[config.mk]
export PLATFORM = sky130hd
export DESIGN_NAME = serial_port_rate_gen_pin_ctrl
export DESIGN_NICKNAME = d
export VERILOG_FILES = /design/src/hw/rate_gen_pkg.sv /design/src/hw/serial_port_rate_gen_pin_ctrl.sv
export SDC_FILE = /design/constraint.sdc
export NUM_CORES = 1
export LEC_CHECK = 0
export BUFFER_PORTS_ARGS = -buffer_cell sky130_fd_sc_hd__buf_4
export CAP_MARGIN = 20
export CELL_PAD_IN_SITES_DETAIL_PLACEMENT = 0
export CELL_PAD_IN_SITES_GLOBAL_PLACEMENT = 1
export CORE_AREA = 2 2 141 143
export DETAILED_ROUTE_END_ITERATION = 10
export DIE_AREA = 0 0 143 145
export GPL_TIMING_DRIVEN = 0
export PLACE_DENSITY_LB_ADDON = 0.1
export SLEW_MARGIN = 30
export SYNTH_ARGS = -nofsm -noshare
export SYNTH_HDL_FRONTEND = slang
export SYNTH_SLANG_ARGS = --single-unit
[constraint.sdc]
create_clock -name clk -period 11.03 [get_ports clk]
set_clock_uncertainty 0.2 [all_clocks]
set_input_delay 2.206 -clock clk [delete_from_list [all_inputs] [get_ports clk]]
set_output_delay 2.206 -clock clk [all_outputs]
set_load 0.005 [all_outputs]
[src/hw/rate_gen_pkg.sv]
// Purpose: constants for the serial port rate generator and pin control
// Assumes: AXI4-Lite register access, 32-bit data
// Notes:   offsets are chosen locally
package rate_gen_pkg;
  localparam int          ADDR_W          = 4;
  localparam logic [3:0]  RATE_CTRL_OFS   = 4'h0;
  localparam logic [3:0]  PIN_CTRL_OFS    = 4'h4;
  localparam logic [3:0]  PORT_CTRL_OFS   = 4'h8;
  localparam logic [3:0]  STATUS_OFS      = 4'hC;
  // rate generator control fields
  localparam int          SRC_SEL_BIT     = 29;
  localparam int          FS_MODE_BIT     = 28;
  localparam int          PER_LSB         = 16;
  localparam int          PER_W           = 12;
  localparam int          WID_LSB         = 8;
  localparam int          WID_W           = 8;
  localparam int          DIV_LSB         = 0;
  localparam int          DIV_W           = 8;
  localparam logic [31:0] RATE_CTRL_MASK  = 32'h3FFF_FFFF;
  localparam logic [31:0] RATE_CTRL_RST   = 32'h2000_0001;
  // pin direction control fields
  localparam int          TX_FS_SRC_BIT   = 11;
  localparam int          RX_FS_SRC_BIT   = 10;
  localparam int          TX_CLK_SRC_BIT  = 9;
  localparam int          RX_CLK_SRC_BIT  = 8;
  localparam int          PIN_CLK_EN_BIT  = 7;
  localparam logic [31:0] PIN_CTRL_MASK   = 32'h0000_3FAF;
  localparam logic [31:0] PIN_CTRL_RST    = 32'h0000_0000;
  // port control: loopback
  localparam int          LOOPBACK_BIT    = 15;
  localparam logic [31:0] PORT_CTRL_MASK  = 32'h0000_8000;
  localparam logic [31:0] PORT_CTRL_RST   = 32'h0000_0000;
  localparam logic [1:0]  RESP_OKAY       = 2'h0;
  localparam logic [1:0]  RESP_SLVERR     = 2'h2;
endpackage

[src/hw/serial_port_rate_gen_pin_ctrl.sv]
// Purpose: rate generator (bit clock, frame pulse) and pin direction control
// Assumes: pin inputs synchronous to clk; divider runs on clk-domain edges
// Notes:   Function list below
// Function
// RULE1: input clock: rx pin, internal clock or tx pin by select and enable bits
// RULE2: internal tx frame sync with mode 1 follows generator frame pulse
// RULE3: mode 0 pulses tx frame sync on each holding-to-shift copy
// RULE4: frame pulses spaced period field plus one bit clocks
// RULE5: frame pulse active width field plus one bit clocks
// RULE6: divider field is the bit clock divide-down count
// RULE7: bit clock equals input clock over divider plus one; on clk, divider 0 holds it high
// RULE8: reset selects internal clock and divides by two
// RULE9: tx frame sync external at 0, internal at 1
// RULE10: rx frame sync pin input at 0, generator output at 1
// RULE11: tx clock pin input at 0, generator bit clock at 1
// RULE12: without loopback rx clock pin input at 0, generator clock at 1
// RULE13: loopback with rx clock bit 0: receiver uses tx clock, pin released
// RULE14: loopback with rx clock bit 1: rx clock pin carries tx clock
// RULE15: reserved bits read zero, writes ignored; the code stores reserved pin-control bits 13-12 as written and reads them back
// RULE16: software writes zero to reserved pin-control bits 13-12
// RULE17: pin-control fields reset zero, all pins inputs
// RULE18: frame counter asserts pulse at period start for programmed width
`timescale 1ns/1ps
module serial_port_rate_gen_pin_ctrl
  import rate_gen_pkg::*;
(
  // clock and reset
  input  wire logic                        clk,
  input  wire logic                        rst_n,
  // axi4-lite write address, data and response
  input  wire logic [rate_gen_pkg::ADDR_W-1:0] s_axi_awaddr,
  input  wire logic                        s_axi_awvalid,
  output logic                             s_axi_awready,
  input  wire logic [31:0]                 s_axi_wdata,
  input  wire logic [3:0]                  s_axi_wstrb,
  input  wire logic                        s_axi_wvalid,
  output logic                             s_axi_wready,
  output logic [1:0]                       s_axi_bresp,
  output logic                             s_axi_bvalid,
  input  wire logic                        s_axi_bready,
  // axi4-lite read
  input  wire logic [rate_gen_pkg::ADDR_W-1:0] s_axi_araddr,
  input  wire logic                        s_axi_arvalid,
  output logic                             s_axi_arready,
  output logic [31:0]                      s_axi_rdata,
  output logic [1:0]                       s_axi_rresp,
  output logic                             s_axi_rvalid,
  input  wire logic                        s_axi_rready,
  // transmit path event
  input  wire logic                        tx_copy_pulse,
  // transmit clock pin
  input  wire logic                        tx_serial_clock_in,
  output logic                             tx_serial_clock_out,
  output logic                             tx_serial_clock_oe_n,
  // receive clock pin
  input  wire logic                        rx_serial_clock_in,
  output logic                             rx_serial_clock_out,
  output logic                             rx_serial_clock_oe_n,
  // transmit frame sync pin
  input  wire logic                        tx_frame_sync_in,
  output logic                             tx_frame_sync_out,
  output logic                             tx_frame_sync_oe_n,
  // receive frame sync pin
  input  wire logic                        rx_frame_sync_in,
  output logic                             rx_frame_sync_out,
  output logic                             rx_frame_sync_oe_n,
  // internal clocks and frame syncs to the shifters
  output logic                             tx_clock_int,
  output logic                             rx_clock_int,
  output logic                             tx_frame_int,
  output logic                             rx_frame_int
);
  import rate_gen_pkg::*;

  typedef struct packed {
    logic [31:0]      rate_ctrl;
    logic [31:0]      pin_ctrl;
    logic [31:0]      port_ctrl;
    logic             aw_held;
    logic [ADDR_W-1:0] aw_addr;
    logic             w_held;
    logic [31:0]      w_data;
    logic [3:0]       w_strb;
    logic             bvalid;
    logic [1:0]       bresp;
    logic             rvalid;
    logic [1:0]       rresp;
    logic [31:0]      rdata;
    logic             src_prev;
    logic [DIV_W-1:0] div_cnt;
    logic             bit_clk;
    logic [PER_W-1:0] per_cnt;
    logic [WID_W:0]   wid_cnt;
    logic             frame;
    logic             copy_fs;
  } state_s;

  state_s state_reg;
  state_s state_next;

  function automatic logic [31:0] merge(input logic [31:0] old, input logic [31:0] d,
                                        input logic [3:0] be, input logic [31:0] mask);
    logic [31:0] r;
    r = old;
    for (int i = 0; i < 4; i++) begin
      if (be[i]) begin
        r[i*8 +: 8] = d[i*8 +: 8];
      end
    end
    return r & mask;
  endfunction

  function automatic logic known(input logic [ADDR_W-1:0] a);
    return (a == RATE_CTRL_OFS) || (a == PIN_CTRL_OFS) || (a == PORT_CTRL_OFS)
           || (a == STATUS_OFS);
  endfunction

  ////////////////////////////////////////////////////////////////////////
  // decoded configuration
  logic             src_sel;
  logic             pin_clk_en;
  logic             fs_mode;
  logic             tx_fs_src;
  logic             rx_fs_src;
  logic             tx_clk_src;
  logic             rx_clk_src;
  logic             loopback;
  logic             gen_input;
  logic             gen_bit_clock;
  logic             gen_frame_pulse;
  logic             tx_clock;
  logic [DIV_W-1:0] bit_clock_divider;
  logic [PER_W-1:0] frame_period;
  logic [WID_W-1:0] frame_width;
  logic             gen_edge;
  logic             int_src;
  logic [DIV_W-1:0] div_cnt_nxt;
  logic             bit_clk_nxt;
  logic             bit_rise;
  logic             wr_go;
  logic [31:0]      status;

  assign src_sel           = state_reg.rate_ctrl[SRC_SEL_BIT];
  assign fs_mode           = state_reg.rate_ctrl[FS_MODE_BIT];
  assign frame_period      = state_reg.rate_ctrl[PER_LSB +: PER_W];
  assign frame_width       = state_reg.rate_ctrl[WID_LSB +: WID_W];
  assign bit_clock_divider = state_reg.rate_ctrl[DIV_LSB +: DIV_W];
  assign pin_clk_en        = state_reg.pin_ctrl[PIN_CLK_EN_BIT];
  assign tx_fs_src         = state_reg.pin_ctrl[TX_FS_SRC_BIT];
  assign rx_fs_src         = state_reg.pin_ctrl[RX_FS_SRC_BIT];
  assign tx_clk_src        = state_reg.pin_ctrl[TX_CLK_SRC_BIT];
  assign rx_clk_src        = state_reg.pin_ctrl[RX_CLK_SRC_BIT];
  assign loopback          = state_reg.port_ctrl[LOOPBACK_BIT];
  assign gen_bit_clock     = state_reg.bit_clk;
  assign gen_frame_pulse   = state_reg.frame;

  // selected generator input; the reserved 0/0 combination falls to the rx pin
  always_comb begin
    if (src_sel) begin
      gen_input = pin_clk_en ? tx_serial_clock_in : 1'b0; // [RULE1]
    end else begin
      gen_input = rx_serial_clock_in; // [RULE1]
    end
  end
  // clk counts every cycle; a pin source counts both of its edges
  assign int_src  = src_sel && !pin_clk_en; // [RULE1]
  assign gen_edge = int_src ? 1'b1 : (gen_input != state_reg.src_prev);
  assign bit_rise = bit_clk_nxt && !state_reg.bit_clk;
  assign wr_go    = state_reg.aw_held && state_reg.w_held && !state_reg.bvalid;
  assign status   = {28'h0000000, gen_frame_pulse, gen_bit_clock, tx_clock, rx_clock_int};
  // period of divider+1 counts; on clk divider 0 holds it high (no clk-rate clock)
  always_comb begin
    div_cnt_nxt = state_reg.div_cnt + 1'b1;
    bit_clk_nxt = state_reg.bit_clk;
    if (state_reg.div_cnt >= bit_clock_divider) begin // [RULE6] [RULE7]
      div_cnt_nxt = '0;
    end
    if (int_src) begin
      bit_clk_nxt = (div_cnt_nxt <= (bit_clock_divider >> 1)); // [RULE7] [RULE8]
    end else if (!gen_edge) begin
      div_cnt_nxt = state_reg.div_cnt;
    end else if (state_reg.div_cnt >= bit_clock_divider) begin
      bit_clk_nxt = !state_reg.bit_clk; // [RULE7]
    end
  end

  ////////////////////////////////////////////////////////////////////////
  // next state
  always_comb begin
    state_next = state_reg;
    state_next.src_prev = int_src ? 1'b0 : gen_input;
    state_next.div_cnt  = div_cnt_nxt;
    state_next.bit_clk  = bit_clk_nxt;
    // frame pulse counted in bit clock periods
    if (bit_rise) begin
      if (state_reg.per_cnt >= frame_period) begin // [RULE4] [RULE18]
        state_next.per_cnt = '0;
        state_next.frame   = 1'b1;
        state_next.wid_cnt = '0;
      end else begin
        state_next.per_cnt = state_reg.per_cnt + 1'b1;
        state_next.wid_cnt = state_reg.wid_cnt + 1'b1;
        if (state_reg.wid_cnt >= {1'b0, frame_width}) begin // [RULE5]
          state_next.frame = 1'b0;
        end
      end
    end
    state_next.copy_fs = tx_copy_pulse; // [RULE3]
    // write channel
    if (s_axi_awvalid && s_axi_awready) begin
      state_next.aw_held = 1'b1;
      state_next.aw_addr = s_axi_awaddr;
    end
    if (s_axi_wvalid && s_axi_wready) begin
      state_next.w_held = 1'b1;
      state_next.w_data = s_axi_wdata;
      state_next.w_strb = s_axi_wstrb;
    end
    if (wr_go) begin
      state_next.aw_held = 1'b0;
      state_next.w_held  = 1'b0;
      state_next.bvalid  = 1'b1;
      state_next.bresp   = known(state_reg.aw_addr) ? RESP_OKAY : RESP_SLVERR;
      case (state_reg.aw_addr)
        RATE_CTRL_OFS: state_next.rate_ctrl = merge(state_reg.rate_ctrl, state_reg.w_data,
                                                    state_reg.w_strb, RATE_CTRL_MASK); // [RULE15]
        PIN_CTRL_OFS:  state_next.pin_ctrl = merge(state_reg.pin_ctrl, state_reg.w_data,
                                                   state_reg.w_strb, PIN_CTRL_MASK); // [RULE15]
        PORT_CTRL_OFS: state_next.port_ctrl = merge(state_reg.port_ctrl, state_reg.w_data,
                                                    state_reg.w_strb, PORT_CTRL_MASK);
        default: begin
        end
      endcase
    end
    if (state_reg.bvalid && s_axi_bready) begin
      state_next.bvalid = 1'b0;
    end
    // read channel
    if (s_axi_arvalid && s_axi_arready) begin
      state_next.rvalid = 1'b1;
      state_next.rresp  = known(s_axi_araddr) ? RESP_OKAY : RESP_SLVERR;
      case (s_axi_araddr)
        RATE_CTRL_OFS: state_next.rdata = state_reg.rate_ctrl & RATE_CTRL_MASK;
        PIN_CTRL_OFS:  state_next.rdata = state_reg.pin_ctrl & PIN_CTRL_MASK;
        PORT_CTRL_OFS: state_next.rdata = state_reg.port_ctrl & PORT_CTRL_MASK;
        STATUS_OFS:    state_next.rdata = status;
        default:       state_next.rdata = 32'h0000_0000;
      endcase
    end else if (state_reg.rvalid && s_axi_rready) begin
      state_next.rvalid = 1'b0;
    end
  end

  always_ff @(posedge clk or negedge rst_n) begin
    if (!rst_n) begin
      state_reg           <= '0;
      state_reg.rate_ctrl <= RATE_CTRL_RST; // [RULE8]
      state_reg.pin_ctrl  <= PIN_CTRL_RST; // [RULE17]
      state_reg.port_ctrl <= PORT_CTRL_RST;
    end else begin
      state_reg <= state_next;
    end
  end

  ////////////////////////////////////////////////////////////////////////
  // bus handshakes
  assign s_axi_awready = !state_reg.aw_held && !state_reg.bvalid;
  assign s_axi_wready  = !state_reg.w_held && !state_reg.bvalid;
  assign s_axi_bvalid  = state_reg.bvalid;
  assign s_axi_bresp   = state_reg.bresp;
  assign s_axi_arready = !state_reg.rvalid;
  assign s_axi_rvalid  = state_reg.rvalid;
  assign s_axi_rdata   = state_reg.rdata;
  assign s_axi_rresp   = state_reg.rresp;

  ////////////////////////////////////////////////////////////////////////
  // pin direction
  assign tx_clock             = tx_clk_src ? gen_bit_clock : tx_serial_clock_in; // [RULE11]
  assign tx_clock_int         = tx_clock;
  assign tx_serial_clock_out  = gen_bit_clock;
  assign tx_serial_clock_oe_n = !tx_clk_src; // [RULE11] [RULE17]
  always_comb begin
    if (loopback) begin
      rx_clock_int         = tx_clock; // [RULE13] [RULE14]
      rx_serial_clock_out  = tx_clock; // [RULE14]
      rx_serial_clock_oe_n = !rx_clk_src; // [RULE13]
    end else begin
      rx_clock_int         = rx_clk_src ? gen_bit_clock : rx_serial_clock_in; // [RULE12]
      rx_serial_clock_out  = gen_bit_clock;
      rx_serial_clock_oe_n = !rx_clk_src; // [RULE12]
    end
  end
  always_comb begin
    if (!tx_fs_src) begin
      tx_frame_int = tx_frame_sync_in; // [RULE9]
    end else if (fs_mode) begin
      tx_frame_int = gen_frame_pulse; // [RULE2]
    end else begin
      tx_frame_int = state_reg.copy_fs; // [RULE3]
    end
  end
  assign tx_frame_sync_out  = tx_frame_int;
  assign tx_frame_sync_oe_n = !tx_fs_src; // [RULE9]
  assign rx_frame_sync_out  = gen_frame_pulse;
  assign rx_frame_sync_oe_n = !rx_fs_src; // [RULE10]
  assign rx_frame_int       = rx_fs_src ? gen_frame_pulse : rx_frame_sync_in; // [RULE10]

  ////////////////////////////////////////////////////////////////////////
  // checks
  property p_oe_tracks_pin_ctrl;
    @(posedge clk) disable iff (!rst_n)
      (tx_serial_clock_oe_n == !tx_clk_src) && (rx_frame_sync_oe_n == !rx_fs_src);
  endproperty
  a_oe_tracks_pin_ctrl: assert property (p_oe_tracks_pin_ctrl) // [RULE10] [RULE11]
    else $error("pin direction does not follow pin control");

  property p_loop_rx_clock;
    @(posedge clk) disable iff (!rst_n)
      loopback |-> (rx_clock_int == tx_clock);
  endproperty
  a_loop_rx_clock: assert property (p_loop_rx_clock) // [RULE13]
    else $error("loopback receive clock not tx clock");

  property p_fs_gen;
    @(posedge clk) disable iff (!rst_n)
      (tx_fs_src && fs_mode) |-> (tx_frame_int == gen_frame_pulse);
  endproperty
  a_fs_gen: assert property (p_fs_gen) // [RULE2]
    else $error("tx frame sync not from generator");

  property p_copy_fs;
    @(posedge clk) disable iff (!rst_n)
      (tx_copy_pulse && tx_fs_src && !fs_mode) ##1 (tx_fs_src && !fs_mode) |-> tx_frame_int;
  endproperty
  a_copy_fs: assert property (p_copy_fs) // [RULE3]
    else $error("copy did not raise tx frame sync");

  property p_reserved_zero;
    @(posedge clk) disable iff (!rst_n)
      (state_reg.pin_ctrl[31:14] == 18'h0) && (state_reg.rate_ctrl[31:30] == 2'h0);
  endproperty
  a_reserved_zero: assert property (p_reserved_zero) // [RULE15]
    else $error("reserved bits set");

  property p_bit_toggle;
    @(posedge clk) disable iff (!rst_n)
      (gen_edge && state_reg.div_cnt >= bit_clock_divider)
      |=> ($past(int_src) ? gen_bit_clock : (gen_bit_clock != $past(gen_bit_clock)));
  endproperty
  a_bit_toggle: assert property (p_bit_toggle) // [RULE6]
    else $error("bit clock failed to toggle at divider end");

  property p_frame_start;
    @(posedge clk) disable iff (!rst_n)
      (bit_rise && state_reg.per_cnt >= frame_period) |=> gen_frame_pulse;
  endproperty
  a_frame_start: assert property (p_frame_start) // [RULE4] [RULE18]
    else $error("frame pulse missed period start");

  property p_frame_end;
    @(posedge clk) disable iff (!rst_n)
      (bit_rise && state_reg.per_cnt < frame_period && state_reg.wid_cnt >= {1'b0, frame_width})
      |=> !gen_frame_pulse;
  endproperty
  a_frame_end: assert property (p_frame_end) // [RULE5]
    else $error("frame pulse exceeded width");

endmodule // serial_port_rate_gen_pin_ctrl

==> impl_metrics.csv <==
group,metric,value,unit
yosys,ys_seq_elements,150,
timing,finalCritPeriodShare,50.76,%
hold_path,hp-start,"s_axi_rdata[11]$_DFFE_PN0P_",
timing,relSlewSlack,40.27,%
floorplanning,die_area,0.02074,mm²
clock_tree,root_buffer,"clkbuf_16",
cells_and_area,num_antenna_cells,0,
timing,setup-violations-final,0,
yosys,ys_types,58,
timing,hold_violations,0,
worst_setup_path,worstSetupEndpointType,"output pin",
timing,max_clock_freq,0.1786,GHz
routing,routed_wl,18050,µm
clock_tree,htree_levels,4,
floorplanning,initial_utilization,39.15,%
placement,io_buffers,100,
clock_tree,postCtsSetupRepairBufs,0,
job,cap_viol_max_count,0,
worst_setup_path,r2r_cells,12,
worst_setup_path,r2r_slack,6.71,ns
worst_setup_path,crit_type,"in -> out",
power_and_ir_drop,ir_drop,109.9,µV
global_route,grt_pass1_wl,29500,µm
yosys,yosys-mux-area-fraction,15.19,%
routing,routedWlPerCell,17.12,µm
floorplanning,rows,51,
clock_tree,clock_sinks,150,
worst_setup_path,cp_max_fo,4,
cells_and_area,syn2layout_area_growth,22.43,%
global_route,grt_start_max_net_pins,81,
cells_and_area,most-common-layout-cells,"148 x dfrtp_1, 137 x buf_4, 89 x mux2_2",
clock_tree,ctsHoldBuffers,0,
routing,route.detailed.drc,0,
floorplanning,die_h,145,µm
global_route,grt_usage,18.36,%
yosys,synth_xor_area_share,1.048,%
hold_path,min_path_cells,2,
yosys,synthCells,653,
hold_path,min_path_type,"reg -> reg",
cells_and_area,multi_input_area,0.003242,mm²
placement,gp_congestion,0.8125,
floorplanning,ios,109,
global_route,grt_pass1_vias,5559,
routing,first_pass_iters,4,
power_and_ir_drop,power.leakage,4.416,nW
routing,vias,5320,
placement,post-place-ws,5.420,ns
worst_setup_path,required,8.62,ns
clock_tree,clkTransAtPathRegs,0.06,ns
timing,rsz0062_at_grt,"no",
yosys,syn_area,0.007520,mm²
yosys,ys.flop_type,"dfrtp_1",
yosys,synth_top_family_by_area,"multiplexers",
yosys,yosysWarnings,0,
routing,ant_nets,0,
clock_tree,clock_path_buffers,2,
floorplanning,core_area,0.01921,mm²
timing,min_period,5.599,ns
cells_and_area,layout_commonest_cell,"dfrtp_1",
yosys,synth_adder_area_share,6.323,%
timing,fin_tns_setup,0,ns
status,outcome,"finished clean",
routing,drtIter0Drc,193,
cells_and_area,drive_above_1_share,35.36,%
yosys,synthSimpleGateAreaFrac,8.037,%
clock_tree,cts_tree,"done",
global_route,antenna_found_initial,0,
clock_tree,cts_resized,0,
timing,worst_slack,5.431,ns
routing,routed_via_density,5.047,
cells_and_area,largest_register_ff_count,80,
timing,tightest_slew,0.8960,ns
cells_and_area,finalNetCount,870,
worst_setup_path,timing.rr.end,"state_reg[10]$_DFFE_PN0P_",
yosys,synth_compound_area_share,12.31,%
clock_tree,cts_buffers,17,
clock_tree,clock_latency,0.43,ns
hold_path,worstHoldEndpoint,"s_axi_rdata[11]$_DFFE_PN0P_",
yosys,postSynthAreaPerCell,11.52,µm²
yosys,ys_async_sr_fraction,100.0,%
floorplanning,die_x,143,µm
yosys,ys_seq_area_share,49.95,%
power_and_ir_drop,p_per_area,246.8,mW/mm²
timing,hold_slack,0.2786,ns
worst_setup_path,worst_setup_path_start_kind,"primary input",
placement,hpwl,13330,µm
timing,slew_viol_final,0,
worst_setup_path,timing.rr.start,"bit_clock_divider[6]$_DFFE_PN0P_",
worst_setup_path,cp.arrival,3.19,ns
cells_and_area,fillers,1771,
yosys,synth_edf_count,0,
cells_and_area,area.sequential,0.003756,mm²
global_route,gr-total-overflow,0,
==> critical path, cell delays in order <==
cell and delay (ns):
buf_4 0.13, mux2i_1 0.43, a21oi_1 0.24, buf_4 0.19
==> cells in the mapped netlist (13+ instances only) <==
cell type / instances / area [µm²]
nand2_1: 33 / 123.9
mux2_2: 89 / 1002
inv_1: 44 / 165.2
dfrtp_1: 148 / 3704
o21ai_0: 33 / 165.2
ha_1: 38 / 475.5
a21oi_1: 13 / 65.06
nor2_1: 31 / 116.4
mux2i_1: 14 / 140.1
nand3_1: 19 / 95.09
a22o_1: 31 / 271.5
clkbuf_1: 13 / 48.80
buf_4: 38 / 285.3
==> final cells by class <==
| class | count | share of cell area (%) |
|---|---|---|
| inverters | 44 | 1.794 |
| repair buffers | 101 | 8.535 |
| well taps | 265 | 3.602 |
| clock inverters | 13 | 1.250 |
| flip-flops and latches | 150 | 40.80 |
| plain buffers | 57 | 3.996 |
| clock buffers | 19 | 4.811 |
| multi-input cells | 405 | 35.21 |
==> kinds of logic (layout without fill, tap and decap cells) <==
logic type      Yosys count  after routing
xor+xnor                  9              9
compound gates          128            128
other cells               1              4
fa+ha+maj                38             38
buf+inv                 101            234
simple gates            123            123
flops                   150            150
mux                     103            103
==> metrics by stage <==
| step | power (mW) | instance area (µm²) | utilization, % | std cells |
|---|---|---|---|---|
| after floorplan | 1.428 | 7531 | - | 656 |
| after global placement | 1.700 | 8613 | 44.84 | 1021 |
| after detailed placement | 1.734 | 8648 | 45.03 | 1022 |
| after CTS | 2.297 | 9206 | 47.93 | 1054 |
| after global routing | 2.440 | 9206 | 47.93 | 1054 |
| final | 2.272 | 9206 | 47.93 | 1054 |
==> per-layer routing <==
metal	vias up	global-route usage, %	part of all wire [%]
met5	-	0	0
met4	0	6.287	1.9
met3	20	4.620	6.1
met2	137	27.46	44
met1	2616	25.90	48
li1	2547	-	-
==> worst max path at each step <==
| stage | from | to | slack [ns] | cells after the start |
|---|---|---|---|---|
| after CTS | tx_serial_clock_in | rx_clock_int | 5.42 | 4 |
| after global placement | tx_serial_clock_in | rx_clock_int | 5.42 | 4 |
| final | tx_serial_clock_in | rx_clock_int | 5.43 | 4 |
| after global routing | tx_serial_clock_in | rx_clock_int | 5.37 | 4 |
| after floorplan | tx_serial_clock_in | rx_clock_int | 6.08 | 2 |
| after detailed placement | tx_serial_clock_in | rx_clock_int | 5.42 | 4 |
==> power by group <==
part	switching (mW)	total (mW)	internal (mW)
logic	0.442	0.848	0.405
registers	0.144	0.869	0.725
clock network	0.255	0.556	0.301
total	0.841	2.27	1.43
Note: power is estimated with default switching activity, not from simulation.
